==> src/inc/susp_pkg.sv <==
package susp_pkg;
	// clock and timing, figures as printed
	localparam int CLK_PERIOD_NS = 8;
	localparam int SUSP_LAT_MAX_NS = 40000;
	// longest time rounds down to whole cycles
	localparam int SUSP_LAT_MAX_CYC = SUSP_LAT_MAX_NS / CLK_PERIOD_NS;
	localparam int RESUME_GAP_MIN_NS = 128000;
	localparam int INTERVAL_UNIT_NS = 64000;
	// instruction codes
	localparam logic [7:0] CMD_SUSPEND = 8'h75;
	localparam logic [7:0] CMD_RESUME = 8'h7A;
	// field positions in the suspend parameter word
	localparam int POS_NO_SUSPEND = 31;
	localparam int POS_ERS_UNIT = 29;
	localparam int POS_ERS_CNT = 24;
	localparam int POS_ERS_GAP = 20;
	localparam int POS_PGM_UNIT = 18;
	localparam int POS_PGM_CNT = 13;
	localparam int POS_PGM_GAP = 9;
	localparam int POS_RFU = 8;
	localparam int POS_ERS_BAN = 4;
	localparam int POS_PGM_BAN = 0;
	// field values
	localparam logic FLD_NO_SUSPEND = 1'h0;
	localparam logic [1:0] FLD_ERS_UNIT = 2'h2;
	localparam logic [4:0] FLD_ERS_CNT = 5'h04;
	localparam logic [3:0] FLD_ERS_GAP = 4'h1;
	localparam logic [1:0] FLD_PGM_UNIT = 2'h2;
	localparam logic [4:0] FLD_PGM_CNT = 5'h04;
	localparam logic [3:0] FLD_PGM_GAP = 4'h1;
	localparam logic FLD_RFU = 1'h1;
	localparam logic [3:0] FLD_ERS_BAN = 4'hC;
	localparam logic [3:0] FLD_PGM_BAN = 4'hC;
	// reset value of the registered word
	localparam logic [31:0] WORD_RESET = 32'h0000_0000;
	// latency unit table, in ns
	function automatic int unit_ns(input logic [1:0] code);
		case (code)
			2'h0: unit_ns = 128;
			2'h1: unit_ns = 1000;
			2'h2: unit_ns = 8000;
			default: unit_ns = 64000;
		endcase
	endfunction
	// latency in ns from unit code and count
	function automatic int lat_ns(input logic [1:0] code,
		input logic [4:0] cnt);
		lat_ns = (int'(cnt) + 1) * unit_ns(code);
	endfunction
	// resume to suspend gap in ns from its count
	function automatic int gap_ns(input logic [3:0] cnt);
		gap_ns = (int'(cnt) + 1) * INTERVAL_UNIT_NS;
	endfunction
endpackage

==> src/verilog/suspend_ctrl.sv <==
`timescale 1ns/1ps
module suspend_ctrl
	import susp_pkg::*;
#(
	parameter int CNT_W = 24,
	parameter int SUSP_LAT_CYC = SUSP_LAT_MAX_CYC,
	parameter logic [12:0] SUSPEND_SETTLE = 13'h0010,
	parameter logic [23:0] ERASE_CYCLES = 24'h001800,
	parameter logic [23:0] PROGRAM_CYCLES = 24'h000400
) (
	input wire logic ref_clk,
	input wire logic rst_b,
	input wire logic cmd_valid,
	input wire logic [7:0] cmd_code,
	input wire logic start_erase,
	input wire logic start_program,
	output logic busy,
	output logic erase_suspended,
	output logic program_suspended,
	output logic op_done,
	output logic [31:0] param_word
);
	// upper bound used by the latency checks below
	localparam int SETTLE_BOUND = 20;

	typedef enum logic [1:0] {
		st_idle,
		st_run,
		st_suspending,
		st_suspended
	} state_type;

	state_type state; // current phase of the array operation
	state_type next_state; // phase for the next edge
	logic is_erase; // running operation is an erase
	logic [12:0] settle; // cycles left to a safe stop point
	logic [CNT_W-1:0] remaining; // work left, frozen while suspended
	logic expired; // work finished

	// instruction decode from the serial front end, same clock
	wire is_suspend_cmd = cmd_valid && (cmd_code == CMD_SUSPEND);
	wire is_resume_cmd = cmd_valid && (cmd_code == CMD_RESUME);
	// starts only from idle, so nesting under a suspend is refused
	wire accept_start = (state == st_idle) &&
		(start_erase || start_program);
	wire take_suspend = (state == st_run) && is_suspend_cmd && !expired;
	wire finish = (state == st_run) && expired;
	wire take_resume = (state == st_suspended) && is_resume_cmd;
	// erase has priority if both starts arrive together
	wire [CNT_W-1:0] load_value = start_erase ?
		CNT_W'(ERASE_CYCLES) : CNT_W'(PROGRAM_CYCLES);
	// the work only moves in the run phase; the count is the resume point
	wire advance = (state == st_run);
	wire next_is_erase = accept_start ? start_erase : is_erase;

	// the word is assembled from named fields, never a magic number
	wire [31:0] next_param_word = {
		FLD_NO_SUSPEND,
		FLD_ERS_UNIT,
		FLD_ERS_CNT,
		FLD_ERS_GAP,
		FLD_PGM_UNIT,
		FLD_PGM_CNT,
		FLD_PGM_GAP,
		FLD_RFU,
		FLD_ERS_BAN,
		FLD_PGM_BAN
	};

	work_counter #(
		.CNT_W(CNT_W)
	) u_work (
		.ref_clk(ref_clk),
		.rst_b(rst_b),
		.load(accept_start),
		.load_value(load_value),
		.advance(advance),
		.remaining(remaining),
		.expired(expired)
	);

	// phase sequencing; stray commands in other phases are ignored
	always_comb begin
		next_state = state;
		case (state)
			st_idle: begin
				if (accept_start) begin
					next_state = st_run;
				end
			end
			st_run: begin
				if (finish) begin
					next_state = st_idle;
				end else if (take_suspend) begin
					next_state = st_suspending;
				end
			end
			st_suspending: begin
				// settle is short of the 40 us ceiling by design
				if (settle == 13'h0000) begin
					next_state = st_suspended;
				end
			end
			st_suspended: begin
				if (take_resume) begin
					next_state = st_run;
				end
			end
			default: begin
				next_state = st_idle;
			end
		endcase
	end

	// phase and operation kind
	always_ff @(posedge ref_clk or negedge rst_b) begin
		if (!rst_b) begin
			state <= st_idle;
			is_erase <= 1'b0;
		end else begin
			state <= next_state;
			is_erase <= next_is_erase;
		end
	end

	// stop-point countdown, loaded on the suspend request
	always_ff @(posedge ref_clk or negedge rst_b) begin
		if (!rst_b) begin
			settle <= 13'h0000;
		end else if (take_suspend) begin
			settle <= SUSPEND_SETTLE;
		end else if (settle != 13'h0000) begin
			settle <= settle - 13'h0001;
		end
	end

	// outputs straight from flops, aligned with the phase register
	always_ff @(posedge ref_clk or negedge rst_b) begin
		if (!rst_b) begin
			busy <= 1'b0;
			erase_suspended <= 1'b0;
			program_suspended <= 1'b0;
			op_done <= 1'b0;
			param_word <= WORD_RESET;
		end else begin
			busy <= (next_state != st_idle);
			erase_suspended <= (next_state == st_suspended) &&
				next_is_erase;
			program_suspended <= (next_state == st_suspended) &&
				!next_is_erase;
			op_done <= finish;
			param_word <= next_param_word;
		end
	end
endmodule // suspend_ctrl

==> src/verilog/work_counter.sv <==
`timescale 1ns/1ps
// remaining work of the array operation; holds whenever neither loaded nor advanced
module work_counter #(
	parameter int CNT_W = 24
) (
	input wire logic ref_clk,
	input wire logic rst_b,
	input wire logic load,
	input wire logic [CNT_W-1:0] load_value,
	input wire logic advance,
	output logic [CNT_W-1:0] remaining,
	output logic expired
);
	// zero work left
	assign expired = (remaining == '0);

	// load wins over advance; a held count is the resume point
	always_ff @(posedge ref_clk or negedge rst_b) begin
		if (!rst_b) begin
			remaining <= '0;
		end else if (load) begin
			remaining <= load_value;
		end else if (advance && !expired) begin
			remaining <= remaining - 1'b1;
		end
	end
endmodule // work_counter

==> config.mk <==
export PLATFORM = sky130hd
export DESIGN_NAME = suspend_ctrl
export DESIGN_NICKNAME = d
export VERILOG_FILES = /design/src/inc/susp_pkg.sv /design/src/verilog/suspend_ctrl.sv /design/src/verilog/work_counter.sv
export SDC_FILE = /design/constraint.sdc
export NUM_CORES = 1
export LEC_CHECK = 0
export ABC_AREA = 1
export CORE_MARGIN = 2
export CORE_UTILIZATION = 50
export CTS_BUF_LIST = sky130_fd_sc_hd__clkbuf_8
export DETAILED_ROUTE_END_ITERATION = 16
export DONT_BUFFER_PORTS = 1
export GPL_TIMING_DRIVEN = 0
export SETUP_SLACK_MARGIN = 0.1
export SYNTH_ARGS = -nofsm -noshare
export SYNTH_HDL_FRONTEND = slang
export SYNTH_HIERARCHICAL = 1
export SYNTH_SLANG_ARGS = --single-unit
==> constraint.sdc <==
create_clock -name ref_clk -period 2.1 [get_ports ref_clk]
set_input_delay 0.21 -clock ref_clk [delete_from_list [all_inputs] [get_ports ref_clk]]
set_output_delay 0.21 -clock ref_clk [all_outputs]
set_load 0.02 [all_outputs]
==> results of run 1 <==
[layout by cell type (no fill, tap or decap), types with 5 or more instances in the layout]
master and n:
nand4_1 9, buf_4 38, inv_2 7, nand2_2 10, nand2_1 131, inv_1 40, nor2_2 12, xnor2_1 8
conb_1 43, o21ai_2 5, o21ai_0 11, nor2_1 60, dfrtp_1 45, nand3_1 57, clkbuf_8 6, a21oi_1 7
[repair_timing]
item / 4_1_cts / 5_1_grt
hold buffers: 2 / 0
endpoints found under the hold margin: 45 / 0
endpoints found under the setup margin: 2 / 37
buffers inserted: 2 / 5
pin swaps: 1 / 4
gates resized for setup: 0 / 17
[layer usage]
metal / track usage [%] / part of all wire (%) / vias to the layer above
met3: 3.70 / 4.9 / 8
met1: 26.6 / 43 / 1309
met4: 5.34 / 1.0 / 0
li1: - / - / 1542
met2: 37.9 / 51 / 71
met5: 0 / 0 / -
[critical path, stage by stage, from the launching register on]
cell	delay (ps)
dfrtp_1	400
inv_2	100
buf_4	110
ha_1	280
inv_1	90
nor2_1	370
nand2_1	140
xnor2_1	140
nand2_1	70
nand3_1	50
[worst paths after layout]
kind                                          start                    to  depth (start not counted)
max in group asynchronous                     rst_b     program_suspended                          2
worst max register to register  u_work/remaining[0]  u_work/remaining[14]                          9
worst min-delay path                    start_erase  u_work/remaining[12]                          2
worst min register to register           settle[12]            settle[12]                          2
worst max-delay path            u_work/remaining[0]  u_work/remaining[14]                          9
min in group asynchronous                     rst_b             settle[8]                          2
[cell families (layout without fill, tap and decap cells)]
logic type | after synthesis | in the layout | share of synthesized area, %
AND/OR/NAND/NOR | 297 | 297 | 41.6
XOR/XNOR | 9 | 9 | 2.40
adder cells (fa/ha/maj) | 3 | 3 | 1.14
AO/OA/AOI/OAI | 31 | 31 | 6.05
other | 2 | 43 | 0.228
buffers and inverters | 87 | 104 | 14.3
flip-flops | 45 | 45 | 34.2
[stage by stage]
stage	setup slack, ps	std cells
after global routing	95.1	609
final	246	609
after floorplan	409	515
after CTS	111	604
after detailed placement	94.4	592
after global placement	141	592
[state kept, by name (all words and copies together), names as in the netlist]
| name | cells |
|---|---|
| busy | 1 |
| erase_suspended | 1 |
| is_erase | 1 |
| op_done | 1 |
| param_word | 1 |
| program_suspended | 1 |
| settle | 13 |
| state | 2 |
| u_work/remaining | 24 |
[cell type report]
type | count | area, sq um | share of cell area [%]
Multi-Input combinational cell | 383 | 1880 | 49.5
Sequential cell | 45 | 1130 | 29.7
Buffer | 40 | 302 | 7.96
Inverter | 47 | 176 | 4.66
Tap cell | 77 | 96.3 | 2.54
Timing Repair Buffer | 9 | 93.8 | 2.48
Clock buffer | 6 | 82.6 | 2.18
Clock inverter | 2 | 37.5 | 0.990
[power breakdown]
part           internal [W]  total [W]  switching, W
combinational      0.000925    0.00245       0.00153
clock              0.000387   0.000710      0.000322
sequential          0.00122    0.00162      0.000394
total               0.00253    0.00478       0.00224
==> flow_summary.yaml, run 1 <==
run_status:
  status: "finished clean"
timing:
  min_period_over_period_pct: 88.3
  finalSetupTns_ps: 0
  hold-worst-slack_ps: 47.0
  hold_viol: 0
  rsz0062_at_grt: "no"
  finalMaxSlewViolations: 0
  finalClockSkew_ps: 8.91
  fmax_ghz: 0.539
  slew_headroom_pct: 63.5
  setup_viol: 0
  fin_crit_ps: 1850
  worst_pin_slew_ps: 547
routing:
  final_antenna_net_count: 0
  wire_per_inst_um: 12.2
  drtIter0Drc: 147
  vias_per_cell: 4.81
  drc: 0
  wl_um: 7400
  dr.pass1.iters: 4
  vias: 2930
grt:
  grt_overflow: 0
  grt_pass1_vias: 2727
  grt_util_all_layers_pct: 21.2
  grt_pass1_wl_um: 12400
  antenna_found_initial: 0
  grt_max_degree: 46
synth:
  synthTopCellsByArea: "dfrtp_1, nand2_1, nand3_1, buf_4, nor2_1"
  synth_seq_cells: 45
  synth_area_leader_cell: "dfrtp_1"
  post-synth-top-count-cell: "nand2_1"
  netlist_area_sq_um: 3290
  ys.flop_type: "dfrtp_1"
  synth_cells: 474
  synth_edf_count: 0
  synth-async-reset-ratio_pct: 100
  synth.cells.most_frequent: "nand2_1, nor2_1, nand3_1, dfrtp_1, inv_1"
  seq_area_frac_synth_pct: 34.2
  synth_cell_types: 39
  yosysTopAreaCellShare_pct: 34.2
  synth_area_per_cell_sq_um: 6.94
  synth.yosys.warnings: 6
clock_tree:
  numCtsBuffers: 5
  h-tree-depth: 2
  cts_tree: "done"
  cts_max_path_buffers: 2
  clk_latency_ps: 300
  clock_sinks: 45
  clk_pin_slew_ps: 90
  root_buffer: "clkbuf_8"
critical_path:
  cp-start-kind: "flip-flop"
  cp_max_fo: 7
  reg2reg_slack_ps: 250
  worstSetupPathType: "flip-flop to flip-flop"
  cp.arrival_ps: 2050
  cp-end-kind: "flip-flop"
  worstPathRequired_ps: 2300
floorplanning:
  die_w_um: 85.1
  start_util_pct: 51.8
  rows: 29
  ioPinCount: 49
  dieArea_sq_um: 7240
  fp.coreArea_sq_um: 6350
  die_h_um: 85.1
placed_design:
  dp_hpwl_um: 5400
  io_buffers: 0
  dpl_cell_area_sq_um: 3540
  gp_congestion: 0.882
power:
  leakage_nw: 1.95
  power_density_nw_per_um2: 1260
  p_total_w: 0.00478
  peakVddDrop_mv: 0.602
cells_and_area:
  diodes: 0
  fill_cells: 592
  fin_util_pct: 59.7
  nets: 547
  area_delta_synth_final_pct: 15.3
  drive_gt1_share_pct: 19.9
  final_area_sq_um: 3790
job:
  drv_cap: 0
min_path:
  hold_path.class: "input port to flip-flop"
(Power assumes the default switching activity.)
==> inputs of run 2 (changes only) <==
RECOVER_POWER = 25   (was default)
==> flow_summary.yaml, run 2 (synthesis gave the netlist of run 1 again) <==
run_status:
  status: "finished clean"
clock_tree:
  cts_max_path_buffers: 2
  clk_pin_slew_ps: 90
  clk_latency_ps: 310
  clock_sinks: 45
  cts_tree: "done"
  root_buffer: "clkbuf_8"
  numCtsBuffers: 5
  h-tree-depth: 2
placed_design:
  io_buffers: 0
  gp_congestion: 0.882
  post-place-ws_ps: 94.4
  dp_hpwl_um: 5400
timing:
  final.setup.worst_slack_ps: 221
  slew_headroom_pct: 23.8
  fmax_ghz: 0.532
  worst_pin_slew_ps: 1140
  finalClockSkew_ps: 9.62
  finalMaxSlewViolations: 0
  min_period_over_period_pct: 89.5
  finalSetupTns_ps: 0
  fin_crit_ps: 1880
  hold_viol: 0
  rsz0062_at_grt: "no"
  setup_viol: 0
routing:
  drc: 0
  vias: 2940
  vias_per_cell: 4.83
  dr.pass1.iters: 4
  wl_um: 7410
  wire_per_inst_um: 12.2
  final_antenna_net_count: 0
  drtIter0Drc: 147
cells_and_area:
  diodes: 0
  final_cell_mix: "nand2_1, nor2_1, nand3_1"
  largest_register_ffs: 24
  regMostFlops: "u_work/remaining"
  largest_registers: "u_work/remaining: 24 flops, settle: 13 flops, state: 2 flops"
  area_delta_synth_final_pct: 14.6
  drive_gt1_share_pct: 19.9
  nets: 547
  final_common_cell: "nand2_1"
power:
  leakage_nw: 1.94
  peakVddDrop_mv: 0.602
  power_density_nw_per_um2: 1270
critical_path:
  cp.arrival_ps: 2080
  cp-end-kind: "flip-flop"
  worstSetupPathType: "flip-flop to flip-flop"
  critical_path_buf_inv_count: 3
  worst-path-stages: 9
  worstPathRequired_ps: 2300
  cp_cell_sequence: "inv_2 -> buf_4 -> ha_1 -> inv_1 -> nor2_1 -> nand2_1 -> xnor2_1 -> nand2_1 -> nand3_1"
  reg2regPathDepth: 9
  path_delay_family: "simple AND/OR/NAND/NOR gates"
  crit_top_cell: "nand2_1"
  cp_slowest_cell: "dfrtp_1"
  cp_max_fo: 7
  cp-start-kind: "flip-flop"
  slowest_delay_ps: 400
min_path:
  hold_path.class: "input port to flip-flop"
  holdPathStages: 2
floorplanning:
  rows: 29
  fp.coreArea_sq_um: 6350
  start_util_pct: 51.8
  die_h_um: 85.1
  die_w_um: 85.1
  dieArea_sq_um: 7240
  ioPinCount: 49
grt:
  grt_pass1_vias: 2727
  grtUsageMet1_pct: 26.6
  grt_max_degree: 46
  grt_busiest_layer: "met2"
  grt.met3_usage_pct: 3.70
  grt_util_all_layers_pct: 21.2
  grtUsageMet2_pct: 37.9
  antenna_found_initial: 0
  grt_overflow: 0
  grt_pass1_wl_um: 12400
job:
  drv_cap: 0
==> run 2: worst reg2reg max path: stages (launching register included) <==
cell and delay (ps):
dfrtp_1 400, inv_2 100, buf_4 110, ha_1 290, inv_1 90, nor2_1 380
nand2_1 140, xnor2_1 150, nand2_1 70, nand3_1 50
==> run 2: repair_timing <==
action / in CTS / in global routing
resized for setup: 0 / 17
setup buffers: 2 / 5
hold endpoints to repair: 45 / 0
setup endpoints to repair: 2 / 37
pin swaps: 1 / 4
hold buffers: 2 / 0
==> run 2: path summary, 6_finish.rpt <==
check                                     from                    to  slack (ps)
max in group asynchronous                rst_b   u_work/remaining[6]         720
min reg2reg                         settle[12]            settle[12]         530
min                                start_erase  u_work/remaining[12]          40
min in group asynchronous                rst_b             settle[8]         670
max                        u_work/remaining[0]  u_work/remaining[14]         220
max reg2reg                u_work/remaining[0]  u_work/remaining[14]         220
==> run 2: report_power, final <==
group	total, W	internal, W	leakage (nW)	switching, W
combinational	0.00244	0.000920	1.33	0.00152
clock	0.000716	0.000388	0.0574	0.000328
sequential	0.00162	0.00122	0.556	0.000394
==> run 2: stage by stage <==
stage | cells | util, % | total power [W] | hold slack (ps) | cell area [sq um]
2_1_floorplan | 515 | - | 0.00345 | -85.6 | 3440
3_3_place_gp | 592 | 55.7 | 0.00389 | -83.7 | 3540
3_5_place_dp | 592 | 55.7 | 0.00394 | -83.3 | 3540
4_1_cts | 604 | 58.4 | 0.00470 | 22.8 | 3710
5_1_grt | 609 | 59.3 | 0.00524 | 46.0 | 3770
6_report | 609 | 59.3 | 0.00477 | 35.8 | 3770
==> run 2: final cells by class <==
cell class | count | area [sq um]
Fill cell | 595 | 2580
Multi-Input combinational cell | 383 | 1880
Sequential cell | 45 | 1130
Buffer | 40 | 302
Inverter | 47 | 176
Tap cell | 77 | 96.3
Clock buffer | 6 | 82.6
Timing Repair Buffer | 9 | 71.3
Clock inverter | 2 | 37.5
==> run 2: metal layers <==
layer	share of wire [%]	vias up
li1	-	1542
met1	45	1327
met2	51	59
met3	3.7	12
met4	1.0	0
met5	0	-
==> inputs of run 3 (changes only) <==
SYNTH_HIERARCHICAL = default   (was 1)
==> flow_summary.yaml, run 3 <==
run_status:
  status: "finished clean"
cells_and_area:
  diodes: 0
  largest_register_ffs: 24
  final_common_cell: "nand2_1"
  fill_cells: 562
  regMostFlops: "u_work.remaining"
  final_cell_mix: "nand2_1, nor2_1, dfrtp_1"
  final_area_sq_um: 3370
  largest_registers: "u_work.remaining: 24 flops, settle: 13 flops, state: 2 flops"
  drive_gt1_share_pct: 17.3
  area_delta_synth_final_pct: 11.1
  nets: 471
  final_cells: 532
clock_tree:
  root_buffer: "clkbuf_8"
  clk_latency_ps: 310
  clk_pin_slew_ps: 90
  clock_sinks: 45
  cts_max_path_buffers: 2
  numCtsBuffers: 5
  h-tree-depth: 2
  cts_tree: "done"
routing:
  drc: 0
  drtIter0Drc: 160
  vias_per_cell: 4.89
  final_antenna_net_count: 0
  dr.pass1.iters: 4
  vias: 2602
  wire_per_inst_um: 12.6
  wl_um: 6700
power:
  swShare_pct: 47.6
  power_frac_seq_pct: 33.3
  clockPowerShare_pct: 14.8
  netSwitchingPower_w: 0.00226
  power_density_nw_per_um2: 1410
  leakage_nw: 1.79
  p_total_w: 0.00476
  p_int_w: 0.00250
  peakVddDrop_mv: 0.646
  p_comb_share_pct: 51.9
timing:
  slew_headroom_pct: 22.4
  min_period_over_period_pct: 86.9
  finalSetupTns_ps: 0
  worst_pin_slew_ps: 1160
  hold-worst-slack_ps: 136
  hold_viol: 0
  finalClockSkew_ps: 5.32
  rsz0062_at_grt: "no"
  fin_crit_ps: 1820
  finalMaxSlewViolations: 0
  fmax_ghz: 0.548
  setup_viol: 0
critical_path:
  cp.arrival_ps: 2020
  slowest_delay_ps: 380
  worstSetupPathType: "flip-flop to flip-flop"
  cp_cell_sequence: "inv_2 -> ha_2 -> nand2_2 -> nor2_4 -> nand3_4 -> nand2_4 -> nand2_4 -> clkinv_4 -> buf_6 -> o21ai_0"
  crit_top_cell: "nand2_4"
  cp_max_fo: 10
  cp_slowest_cell: "dfrtp_1"
  cp-end-kind: "flip-flop"
  cp-start-kind: "flip-flop"
  worstPathRequired_ps: 2290
synth:
  ys.flop_type: "dfrtp_1"
  synth_seq_cells: 45
  post-synth-top-count-cell: "nand2_1"
  synth_cells: 424
  synth.yosys.warnings: 0
  synth-async-reset-ratio_pct: 100
  synth.cells.most_frequent: "nand2_1, nor2_1, dfrtp_1, nand3_1, inv_1"
  yosysTopAreaCellShare_pct: 37.1
  seq_area_frac_synth_pct: 37.1
  netlist_area_sq_um: 3030
  synth_edf_count: 0
  synth_area_leader_cell: "dfrtp_1"
  synth_area_per_cell_sq_um: 7.15
  synthTopCellsByArea: "dfrtp_1, nand2_1, nor2_1, buf_4, nand3_1"
  synth_cell_types: 33
min_path:
  hold_path.class: "input port to flip-flop"
grt:
  grt_pass1_vias: 2359
  grt_overflow: 0
  grtUsageMet1_pct: 27.6
  grt_max_degree: 46
  grt.met3_usage_pct: 3.96
  grt_busiest_layer: "met2"
  antenna_found_initial: 0
  grtUsageMet2_pct: 37.1
  grt_pass1_wl_um: 11000
  grt_util_all_layers_pct: 21.7
floorplanning:
  die_w_um: 81.9
  dieArea_sq_um: 6710
  die_h_um: 81.9
  ioPinCount: 49
  fp.coreArea_sq_um: 5890
  rows: 28
  start_util_pct: 51.5
placed_design:
  dpl_cell_area_sq_um: 3200
  dp_hpwl_um: 5000
  io_buffers: 0
  gp_congestion: 0.868
  place_inst: 519
job:
  drv_cap: 0
run 3: cell types whose count changed after synthesis, sizes merged, moves of 3 or more:
cell,previous run,this run
nand2,144,109
nand3,61,41
inv,47,38
xnor2,8,0
nor2,75,82
xor2,1,8
o21ai,17,21
or2,2,5
run 3: kinds of logic after synthesis:
group                      count (synthesis)  synth area share, %
xor gates and xnor gates                   8                 2.31
AOI/OAI and AO/OA                         36                 8.29
and+or+nand+nor                          254                 36.4
other                                      2                0.248
DFF                                       45                 37.1
adders and majority gates                  2                0.825
buffers and inverters                     77                 14.8
run 3: layout make-up:
| class | instances | area (sq um) | area share [%] |
|---|---|---|---|
| Buffer | 37 | 294 | 8.73 |
| Clock buffer | 6 | 82.6 | 2.45 |
| Clock inverter | 2 | 37.5 | 1.11 |
| Inverter | 40 | 155 | 4.60 |
| Multi-Input combinational cell | 322 | 1540 | 45.8 |
| Sequential cell | 45 | 1130 | 33.4 |
| Tap cell | 75 | 93.8 | 2.78 |
| Timing Repair Buffer | 5 | 37.5 | 1.11 |
run 3: per-stage QoR:
stage / utilization, % / setup WS, ps
after floorplan: - / 415
after global placement: 54.4 / 24.2
after detailed placement: 54.4 / 0.499
after CTS: 57.1 / 142
after global routing: 57.2 / 107
final: 57.2 / 276
run 3: what timing repair did:
item | in CTS | in global routing
hold buffers | 2 | 0
hold endpoints to repair | 45 | 0
pin swaps | 0 | 1
setup endpoints to repair | 30 | 25
setup buffers | 0 | 3
resized for setup | 2 | 2
run 3: path summary, 6_finish.rpt:
kind,end,start,depth (start not counted),slack (ps)
min in group asynchronous,u_work.remaining[17],rst_b,2,710
max in group asynchronous,u_work.remaining[4],rst_b,2,690
worst max-delay path,u_work.remaining[6],u_work.remaining[0],10,280
worst max register to register,u_work.remaining[6],u_work.remaining[0],10,280
worst min-delay path,state[1],cmd_code[1],3,140
worst min register to register,is_erase,is_erase,2,510
run 3: metal layers:
layer / vias up / share of wire [%]
met5: - / 0
met3: 10 / 3.6
li1: 1368 / -
met4: 0 / 1.7
met2: 49 / 49
met1: 1175 / 46
run 3: power groups by stage:
stage | sequential (W) | combinational, W | clock, W
after global routing | 0.00163 | 0.00283 | 0.000763
after CTS | 0.00158 | 0.00247 | 0.000725
final | 0.00159 | 0.00247 | 0.000705
after detailed placement | 0.00159 | 0.00242 | 0
after floorplan | 0.00150 | 0.00201 | 0
after global placement | 0.00159 | 0.00238 | 0
run 3: worst max-delay path: cells and delay by family (launching register included):
family,cells,cell delay [ps]
AND/OR/NAND/NOR,5,620
flip-flops,1,380
buffers and inverters,3,370
adder cells (fa/ha/maj),1,260
AO/OA/AOI/OAI,1,80
